File: config.mk
export PLATFORM = sky130hd
export DESIGN_NAME = usb_device_status_frame_regs
export DESIGN_NICKNAME = d
export VERILOG_FILES = /design/src/usb_device_status_frame_regs.v /design/src/pin_event_sync.v /design/src/frame_timeout_unit.v
export VERILOG_INCLUDE_DIRS = /design/src /design/src/src
export SDC_FILE = /design/constraint.sdc
export NUM_CORES = 1
export LEC_CHECK = 0
export ABC_AREA = 1
export BUFFER_PORTS_ARGS = -buffer_cell sky130_fd_sc_hd__buf_2
export CAP_MARGIN = 10
export CORE_ASPECT_RATIO = 1.75
export CORE_UTILIZATION = 35
export CTS_BUF_LIST = sky130_fd_sc_hd__clkbuf_8
export DETAILED_ROUTE_END_ITERATION = 16
export GPL_TIMING_DRIVEN = 0
export REMOVE_ABC_BUFFERS = 1
export SYNTH_ARGS = -nofsm -noshare
export SYNTH_HDL_FRONTEND = slang
export SYNTH_SLANG_ARGS = --single-unit
File: constraint.sdc
create_clock -name ref_clk -period 2.65 [get_ports ref_clk]
set_input_delay 0.1325 -clock ref_clk [delete_from_list [all_inputs] [get_ports ref_clk]]
set_output_delay 0.1325 -clock ref_clk [all_outputs]
set_load 0.05 [all_outputs]
File: src/usb_dev_status_map.vh
// Purpose: Offsets, field positions, reset values and timing constants
//          of the device status and frame number registers.
// Assumes: 16-bit register port, byte addresses as printed.
// Notes:   Definitions only.
`ifndef USB_DEV_STATUS_MAP_VH
`define USB_DEV_STATUS_MAP_VH

// ----------------------------------------
// Register offsets
// ----------------------------------------
`define ADDR_STATUS_DEV1 16'hC090
`define ADDR_FRAME_DEV1 16'hC092
`define ADDR_STATUS_DEV2 16'hC0B0
`define ADDR_FRAME_DEV2 16'hC0B2

// ----------------------------------------
// Status register fields
// ----------------------------------------
`define BIT_SUPPLY_EVENT 15
`define BIT_ID_EVENT 14
`define BIT_FRAME_RX 9
`define BIT_BUS_RESET 8
`define MASK_STATUS_DEV1 16'hC3FF
`define MASK_STATUS_DEV2 16'h03FF
`define RESET_STATUS 16'h0000

// ----------------------------------------
// Frame number register fields
// ----------------------------------------
`define BIT_TIMEOUT_FLAG 15
`define TIMEOUT_CNT_MSB 14
`define TIMEOUT_CNT_LSB 12
`define FRAME_MSB 10
`define TIMEOUT_CNT_MAX 3'h7
`define RESET_FRAME 16'h0000
`define BIT_TIMEOUT_ENABLE 11

// ----------------------------------------
// Timing
// ----------------------------------------
`define SOF_COUNT_RESET 14'h2EE0
`define CLK_RATE_MHZ 8'h7D
`define TICK_RATE_MHZ 8'h0C
`define TICK_ACC_WIDTH 8

`endif

File: src/usb_device_status_frame_regs.v
// Purpose: Device status and frame number registers of both device units.
// Assumes: Event inputs are one-cycle pulses on ref_clk; the supply and
//          identification levels come straight from pins.
// Notes:   Two register ports, on-chip processor and host parallel port,
//          each with registered read data one cycle after rd.
// What this block does
// - Status flags clear on writing one
// - Host parallel port also reads and clears
// - Supply flag sets on both 4.4V crossings
// - Supply and ID flags only in unit one
// - ID flag sets on both pin edges
// - Bit 9 sets on frame marker
// - Bit 8 sets on bus reset
// - Bits 7..0 set on endpoint transaction end
// - Enabled NAK also sets endpoint flag
// - Frame register holds last frame number
// - Bit 15 shows frame timeout occurred
// - Frame register counts timeouts since marker
// - Counter 0..7, cleared by marker, gated by enable
// - Frame field kept on timeout, low speed
// - 12 MHz down counter expiry means timeout
// - Interrupt only when enable bit set
`timescale 1ns/100ps
`include "usb_dev_status_map.vh"
module usb_device_status_frame_regs
(
   input wire ref_clk,
   input wire rst,
   // On-chip processor register port
   input wire [15:0] cpu_addr,
   input wire cpu_wr,
   input wire cpu_rd,
   input wire [15:0] cpu_wdata,
   output reg [15:0] cpu_rdata,
   // host_parallel_port register port
   input wire [15:0] host_parallel_port_addr,
   input wire host_parallel_port_wr,
   input wire host_parallel_port_rd,
   input wire [15:0] host_parallel_port_wdata,
   output reg [15:0] host_parallel_port_rdata,
   // first_otg_port pins
   input wire supply_above_pin,
   input wire id_pin,
   // Device unit one events
   input wire [7:0] dev1_endpoint_n_done,
   input wire [7:0] dev1_endpoint_n_nak,
   input wire [7:0] dev1_nak_event_enable,
   input wire dev1_bus_reset,
   input wire dev1_sof,
   input wire dev1_eop,
   input wire [10:0] dev1_frame_in,
   input wire dev1_full_speed,
   input wire [13:0] dev1_sof_count,
   input wire [15:0] dev1_int_enable,
   // Device unit two events
   input wire [7:0] dev2_endpoint_n_done,
   input wire [7:0] dev2_endpoint_n_nak,
   input wire [7:0] dev2_nak_event_enable,
   input wire dev2_bus_reset,
   input wire dev2_sof,
   input wire dev2_eop,
   input wire [10:0] dev2_frame_in,
   input wire dev2_full_speed,
   input wire [13:0] dev2_sof_count,
   input wire [15:0] dev2_int_enable,
   // Processor interrupt requests
   output reg dev1_irq,
   output reg dev2_irq
);

// ----------------------------------------
// Declarations
// ----------------------------------------
reg [15:0] status1;
reg [15:0] status2;
reg [15:0] next_status1;
reg [15:0] next_status2;
reg [15:0] set1;
reg [15:0] set2;
reg [15:0] clear1;
reg [15:0] clear2;
reg [`TICK_ACC_WIDTH-1:0] tick_acc;
reg tick;
wire [15:0] frame1;
wire [15:0] frame2;
wire timeout1;
wire timeout2;
wire supply_level;
wire supply_change;
wire id_level;
wire id_change;
wire marker1;
wire marker2;
wire [`TICK_ACC_WIDTH-1:0] acc_step;
wire [`TICK_ACC_WIDTH-1:0] acc_sum;

assign marker1 = dev1_sof | dev1_eop;
assign marker2 = dev2_sof | dev2_eop;

// ----------------------------------------
// 12 MHz tick from 125 MHz
// ----------------------------------------
// Fractional step keeps the mean rate exact; jitter of one cycle
// per tick is far below any sensible timeout margin.
// Eight accumulator bits: the sum reaches 136 before the limit test.
assign acc_step = `TICK_RATE_MHZ;
assign acc_sum = tick_acc + acc_step;

always @(posedge ref_clk)
begin
   if (rst)
   begin
      tick_acc <= {`TICK_ACC_WIDTH{1'b0}};
      tick <= 1'b0;
   end
   else if (acc_sum >= `CLK_RATE_MHZ)
   begin
      tick_acc <= acc_sum - `CLK_RATE_MHZ;
      tick <= 1'b1;
   end
   else
   begin
      tick_acc <= acc_sum;
      tick <= 1'b0;
   end
end

// ----------------------------------------
// first_otg_port pin watchers
// ----------------------------------------
// A pin already high at reset gives one event after release
pin_event_sync supply_sync
(
   .ref_clk(ref_clk),
   .rst(rst),
   .pin(supply_above_pin),
   .level(supply_level),
   .change(supply_change)
);

pin_event_sync id_sync
(
   .ref_clk(ref_clk),
   .rst(rst),
   .pin(id_pin),
   .level(id_level),
   .change(id_change)
);

// ----------------------------------------
// Frame number units
// ----------------------------------------
// Both units share one tick; markers, frame inputs, speed, enables and reload counts are per unit
frame_timeout_unit frame_unit1
(
   .ref_clk(ref_clk),
   .rst(rst),
   .tick(tick),
   .marker(marker1),
   .sof(dev1_sof),
   .frame_in(dev1_frame_in),
   .full_speed(dev1_full_speed),
   .reload_count(dev1_sof_count),
   .timeout_en(dev1_int_enable[`BIT_TIMEOUT_ENABLE]),
   .frame_reg(frame1),
   .timeout(timeout1)
);

frame_timeout_unit frame_unit2
(
   .ref_clk(ref_clk),
   .rst(rst),
   .tick(tick),
   .marker(marker2),
   .sof(dev2_sof),
   .frame_in(dev2_frame_in),
   .full_speed(dev2_full_speed),
   .reload_count(dev2_sof_count),
   .timeout_en(dev2_int_enable[`BIT_TIMEOUT_ENABLE]),
   .frame_reg(frame2),
   .timeout(timeout2)
);

// ----------------------------------------
// Event set terms
// ----------------------------------------
always @*
begin
   set1 = 16'h0000;
   set1[7:0] = dev1_endpoint_n_done;
   set1[7:0] = set1[7:0] |
      (dev1_endpoint_n_nak & dev1_nak_event_enable);
   set1[`BIT_BUS_RESET] = dev1_bus_reset;
   set1[`BIT_FRAME_RX] = marker1;
   set1[`BIT_SUPPLY_EVENT] = supply_change;
   set1[`BIT_ID_EVENT] = id_change;
   set2 = 16'h0000;
   set2[7:0] = dev2_endpoint_n_done;
   set2[7:0] = set2[7:0] |
      (dev2_endpoint_n_nak & dev2_nak_event_enable);
   set2[`BIT_BUS_RESET] = dev2_bus_reset;
   set2[`BIT_FRAME_RX] = marker2;
end

// ----------------------------------------
// Write-one-to-clear from either port
// ----------------------------------------
// Both ports may clear in the same cycle; their masks simply merge.
always @*
begin
   clear1 = 16'h0000;
   clear2 = 16'h0000;
   if (cpu_wr && cpu_addr == `ADDR_STATUS_DEV1)
      clear1 = clear1 | cpu_wdata;
   else if (cpu_wr && cpu_addr == `ADDR_STATUS_DEV2)
      clear2 = clear2 | cpu_wdata;
   if (host_parallel_port_wr &&
       host_parallel_port_addr == `ADDR_STATUS_DEV1)
      clear1 = clear1 | host_parallel_port_wdata;
   else if (host_parallel_port_wr &&
            host_parallel_port_addr == `ADDR_STATUS_DEV2)
      clear2 = clear2 | host_parallel_port_wdata;
end

// Set beats clear, so an event in the clearing cycle survives
always @*
begin
   next_status1 = ((status1 & ~clear1) | set1) & `MASK_STATUS_DEV1;
   next_status2 = ((status2 & ~clear2) | set2) & `MASK_STATUS_DEV2;
end

always @(posedge ref_clk)
begin
   if (rst)
   begin
      status1 <= `RESET_STATUS;
      status2 <= `RESET_STATUS;
   end
   else
   begin
      status1 <= next_status1;
      status2 <= next_status2;
   end
end

// ----------------------------------------
// Interrupt requests
// ----------------------------------------
always @(posedge ref_clk)
begin
   if (rst)
   begin
      dev1_irq <= 1'b0;
      dev2_irq <= 1'b0;
   end
   else
   begin
      // Flags latch regardless; the enable only gates the request
      dev1_irq <= |(status1 & dev1_int_enable);
      dev2_irq <= |(status2 & dev2_int_enable);
   end
end

// ----------------------------------------
// Read data, one cycle after rd
// ----------------------------------------
always @(posedge ref_clk)
begin
   if (rst)
      cpu_rdata <= 16'h0000;
   // Zero between reads keeps stale status off the port
   else if (!cpu_rd)
      cpu_rdata <= 16'h0000;
   else if (cpu_addr == `ADDR_STATUS_DEV1)
      cpu_rdata <= status1;
   else if (cpu_addr == `ADDR_STATUS_DEV2)
      cpu_rdata <= status2;
   else if (cpu_addr == `ADDR_FRAME_DEV1)
      cpu_rdata <= frame1;
   else if (cpu_addr == `ADDR_FRAME_DEV2)
      cpu_rdata <= frame2;
   else
      cpu_rdata <= 16'h0000;
end

always @(posedge ref_clk)
begin
   if (rst)
      host_parallel_port_rdata <= 16'h0000;
   else if (!host_parallel_port_rd)
      host_parallel_port_rdata <= 16'h0000;
   else if (host_parallel_port_addr == `ADDR_STATUS_DEV1)
      host_parallel_port_rdata <= status1;
   else if (host_parallel_port_addr == `ADDR_STATUS_DEV2)
      host_parallel_port_rdata <= status2;
   else if (host_parallel_port_addr == `ADDR_FRAME_DEV1)
      host_parallel_port_rdata <= frame1;
   else if (host_parallel_port_addr == `ADDR_FRAME_DEV2)
      host_parallel_port_rdata <= frame2;
   else
      host_parallel_port_rdata <= 16'h0000;
end

endmodule // usb_device_status_frame_regs

File: src/pin_event_sync.v
// Purpose: Brings an asynchronous pin level into ref_clk and flags
//          every settled change of it.
// Assumes: Pin may change at any time relative to ref_clk.
// Notes:   Change is a one-cycle pulse from a flip-flop.
`timescale 1ns/100ps
module pin_event_sync
(
   input wire ref_clk,
   input wire rst,
   input wire pin,
   output reg level,
   output reg change
);

reg stage1;
reg stage2;
reg stage3;

// ----------------------------------------
// Three-stage capture, second and third must agree
// ----------------------------------------
always @(posedge ref_clk)
begin
   if (rst)
   begin
      stage1 <= 1'b0;
      stage2 <= 1'b0;
      stage3 <= 1'b0;
      level <= 1'b0;
      change <= 1'b0;
   end
   else
   begin
      stage1 <= pin;
      stage2 <= stage1;
      stage3 <= stage2;
      change <= 1'b0;
      // Level after reset is learned like any other change, with an event
      if (stage2 == stage3 && stage3 != level)
      begin
         level <= stage3;
         change <= 1'b1;
      end
   end
end

endmodule // pin_event_sync

File: src/frame_timeout_unit.v
// Purpose: Frame number capture and frame-marker timeout watch for one
//          device unit.
// Assumes: tick is a one-cycle pulse at the 12 MHz mean rate.
// Notes:   Output is the read image of the frame number register.
`timescale 1ns/100ps
`include "usb_dev_status_map.vh"
module frame_timeout_unit
(
   input wire ref_clk,
   input wire rst,
   input wire tick,
   input wire marker,
   input wire sof,
   input wire [10:0] frame_in,
   input wire full_speed,
   input wire [13:0] reload_count,
   input wire timeout_en,
   output reg [15:0] frame_reg,
   output reg timeout
);

reg [13:0] down;

// ----------------------------------------
// Down counter at 12 MHz
// ----------------------------------------
always @(posedge ref_clk)
begin
   if (rst)
   begin
      down <= `SOF_COUNT_RESET;
      timeout <= 1'b0;
   end
   else
   begin
      timeout <= 1'b0;
      if (marker)
         down <= reload_count;
      else if (tick)
      begin
         if (down == 14'h0000)
         begin
            timeout <= 1'b1;
            down <= reload_count;
         end
         else
            down <= down - 14'h0001;
      end
   end
end

// ----------------------------------------
// Register image
// ----------------------------------------
always @(posedge ref_clk)
begin
   if (rst)
      frame_reg <= `RESET_FRAME;
   else
   begin
      if (marker)
      begin
         // New marker ends the timeout episode
         frame_reg[`BIT_TIMEOUT_FLAG] <= 1'b0;
         frame_reg[`TIMEOUT_CNT_MSB:`TIMEOUT_CNT_LSB] <= 3'h0;
      end
      else if (timeout)
      begin
         frame_reg[`BIT_TIMEOUT_FLAG] <= 1'b1;
         if (timeout_en && frame_reg[`TIMEOUT_CNT_MSB:`TIMEOUT_CNT_LSB]
             != `TIMEOUT_CNT_MAX)
            frame_reg[`TIMEOUT_CNT_MSB:`TIMEOUT_CNT_LSB] <=
               frame_reg[`TIMEOUT_CNT_MSB:`TIMEOUT_CNT_LSB] + 3'h1;
      end
      // Frame kept across timeouts, low speed leaves it alone
      if (sof && full_speed)
         frame_reg[`FRAME_MSB:0] <= frame_in;
      frame_reg[11] <= 1'b0;
   end
end

endmodule // frame_timeout_unit

==> results.cfg <==
[timing]
finalCritPeriodShare_pct = 82.5
timing.final.crit_period_ps = 2190
fin_skew_ps = 12.7
hold_violations = 0
tns_ps = 0
holdWs_ps = 17.2
worst-slew-pin-transition_ps = 1060
slew_violations = 0
relSlewSlack_pct = 29.3
setup_viol = 0
max_freq_mhz = 458
rsz0062_at_grt = no
setup_ws_ps = 465

[clock_network]
clock_sink_count = 133
cts_hold_buf = 73
cts-resized-gates = 0
cts_buffer_depth = 2
post_cts_buffers = 0
clkTransAtPathRegs_ps = 80
clock_latency_ps = 450
cts_buffers = 17
cts_root_buffer = clkbuf_8
cts_tree = yes
htreeDepth = 4

[cells_and_area]
multi_input_area_um2 = 4040
finalInstanceArea_um2 = 9810
fin_util_pct = 46.8
layout-drive-gt1-share_pct = 22.8
layout.cells.non_filler = 1645
finalNetCount = 1603
diodes = 0
final-seq-area_um2 = 2660
n_fill_cell = 2190
area.growth.synth_to_final_pct = 30.9

[logic_synthesis]
ys_seq_area_share_pct = 35.5
synth_top_cells_by_count = nand2_1 (195), inv_1 (136), dfxtp_1 (133), nor2_1 (133), a21oi_1 (96)
synth_top_area_cell = dfxtp_1
syn_area_per_cell_um2 = 6.78
synth_warnings = 0
synth_area_leaders = dfxtp_1 (36%), nand2_1 (9.8%), inv_1 (6.8%)
ys.flop_type = dfxtp_1
synth.most_common_cell = nand2_1
synth-edff-count = 0
synth-seq-cells = 133
synth_top_area_share_pct = 35.5
synthCells = 1105
ys_async_sr_fraction_pct = 0
synth_cell_types = 43
syn_area_um2 = 7490

[placed_design]
gp_congestion = 0.929
place_area_um2 = 8710
portBuffers = 225
place_ws_ps = -10.5
dp.cells = 1542
hpwl_um = 19000

[grt]
antenna_found_initial = 0
track_usage_pct = 23.2
grt_max_degree = 52
grt_pass1_vias = 8058
grt_overflow_total = 0
grt_pass1_wl_um = 39800

[drt]
drtIter0Drc = 348
drc = 0
via_per_inst = 5.02
postRouteAntennaNets = 0
first_pass_iters = 5
vias = 8266
routedWlPerCell_um = 15.5
wl_um = 25400

[power_and_ir_drop]
power_mw = 4.61
comb_power_share_pct = 16.5
ir_drop_v = 0.000226
switching_share_pct = 29.0
p_leak_nw = 4.76
p_clk_share_pct = 35.8
intPower_mw = 3.27
seqPwrFrac_pct = 47.7
power_switching_mw = 1.33
power_density_nw_per_um2 = 470

[critical_path]
endpoint_kind = flip-flop
crit_arrival_ps = 2510
start_kind = input port
critPathMaxFanout = 51
required_ps = 2980
path_class = in2reg

[floorplanning]
io_pins = 244
coreArea_um2 = 20900
fp.dieArea_um2 = 22000
rows = 70
start_util_pct = 35.8
die_w_um = 113
die_h_um = 196

[run]
drv_cap = 0

[status]
status = finished, final reports clean

[min_path]
hold_class = in2reg
-- worst max-delay path: stages --
cell	delay [ps]
buf_2	780
inv_2	650
nand2_1	180
inv_1	220
nand3_2	200
inv_2	90
nand3_1	100
nand3_1	100
-- routing by layer --
layer	global-route usage, %	vias to the layer above	share of wire [%]	routed length [um]
met5	0	-	0	0
met2	45.7	251	55	14000
met4	12.1	0	4.6	1160
li1	-	4194	-	-
met3	3.23	64	3.4	869
met1	22.9	3757	37	9400
-- power groups by stage --
stage | clock [mW] | sequential, mW | combinational (mW)
detailed placement | 0 | 2.24 | 0.673
global placement | 0 | 2.24 | 0.663
finish | 1.65 | 2.20 | 0.760
global route | 1.79 | 2.21 | 0.857
floorplan | 0 | 2.21 | 0.385
CTS | 1.70 | 2.19 | 0.764
-- cells by family (layout without fill, tap and decap cells) --
kind of cell / after synthesis / count (layout) / synth area share [%]
buffers and inverters: 192 / 479 / 10.5
other: 1 / 2 / 0.0501
adder cells (fa/ha/maj): 11 / 11 / 1.84
XOR/XNOR: 11 / 11 / 1.39
flip-flops: 133 / 133 / 35.5
AND/OR/NAND/NOR: 522 / 522 / 33.1
AO/OA/AOI/OAI: 235 / 235 / 17.5
-- area by class of cell --
type / count / area share (%)
Sequential cell: 133 / 27.2
Clock inverter: 12 / 1.17
Inverter: 151 / 5.78
Clock buffer: 18 / 2.53
Multi-Input combinational cell: 781 / 41.2
Timing Repair Buffer: 298 / 18.9
Tap cell: 252 / 3.22
-- worst paths after layout --
check                                       start                          end  slack (ps)  cells after the start
worst max-delay path                          rst  host_parallel_port_rdata[6]         460                      8
worst min-delay path            dev1_sof_count[6]          frame_unit1.down[6]          20                      4
worst max register to register               tick          frame_unit2.down[0]         610                      6
worst min register to register     id_sync.stage1               id_sync.stage2         420                      2
-- placed cells by master, fill, tap and decap left out, types with 13 or more instances in the layout --
cell,n
nand3_1,91
dlygate4sd3_1,73
o21ai_1,24
nand2_1,195
nand4_1,41
o211ai_1,14
nor2_1,133
a21oi_1,96
o21ai_0,76
inv_2,13
clkbuf_8,18
dfxtp_1,133
buf_2,225
inv_1,136
Note: power is estimated with default switching activity, not from simulation.
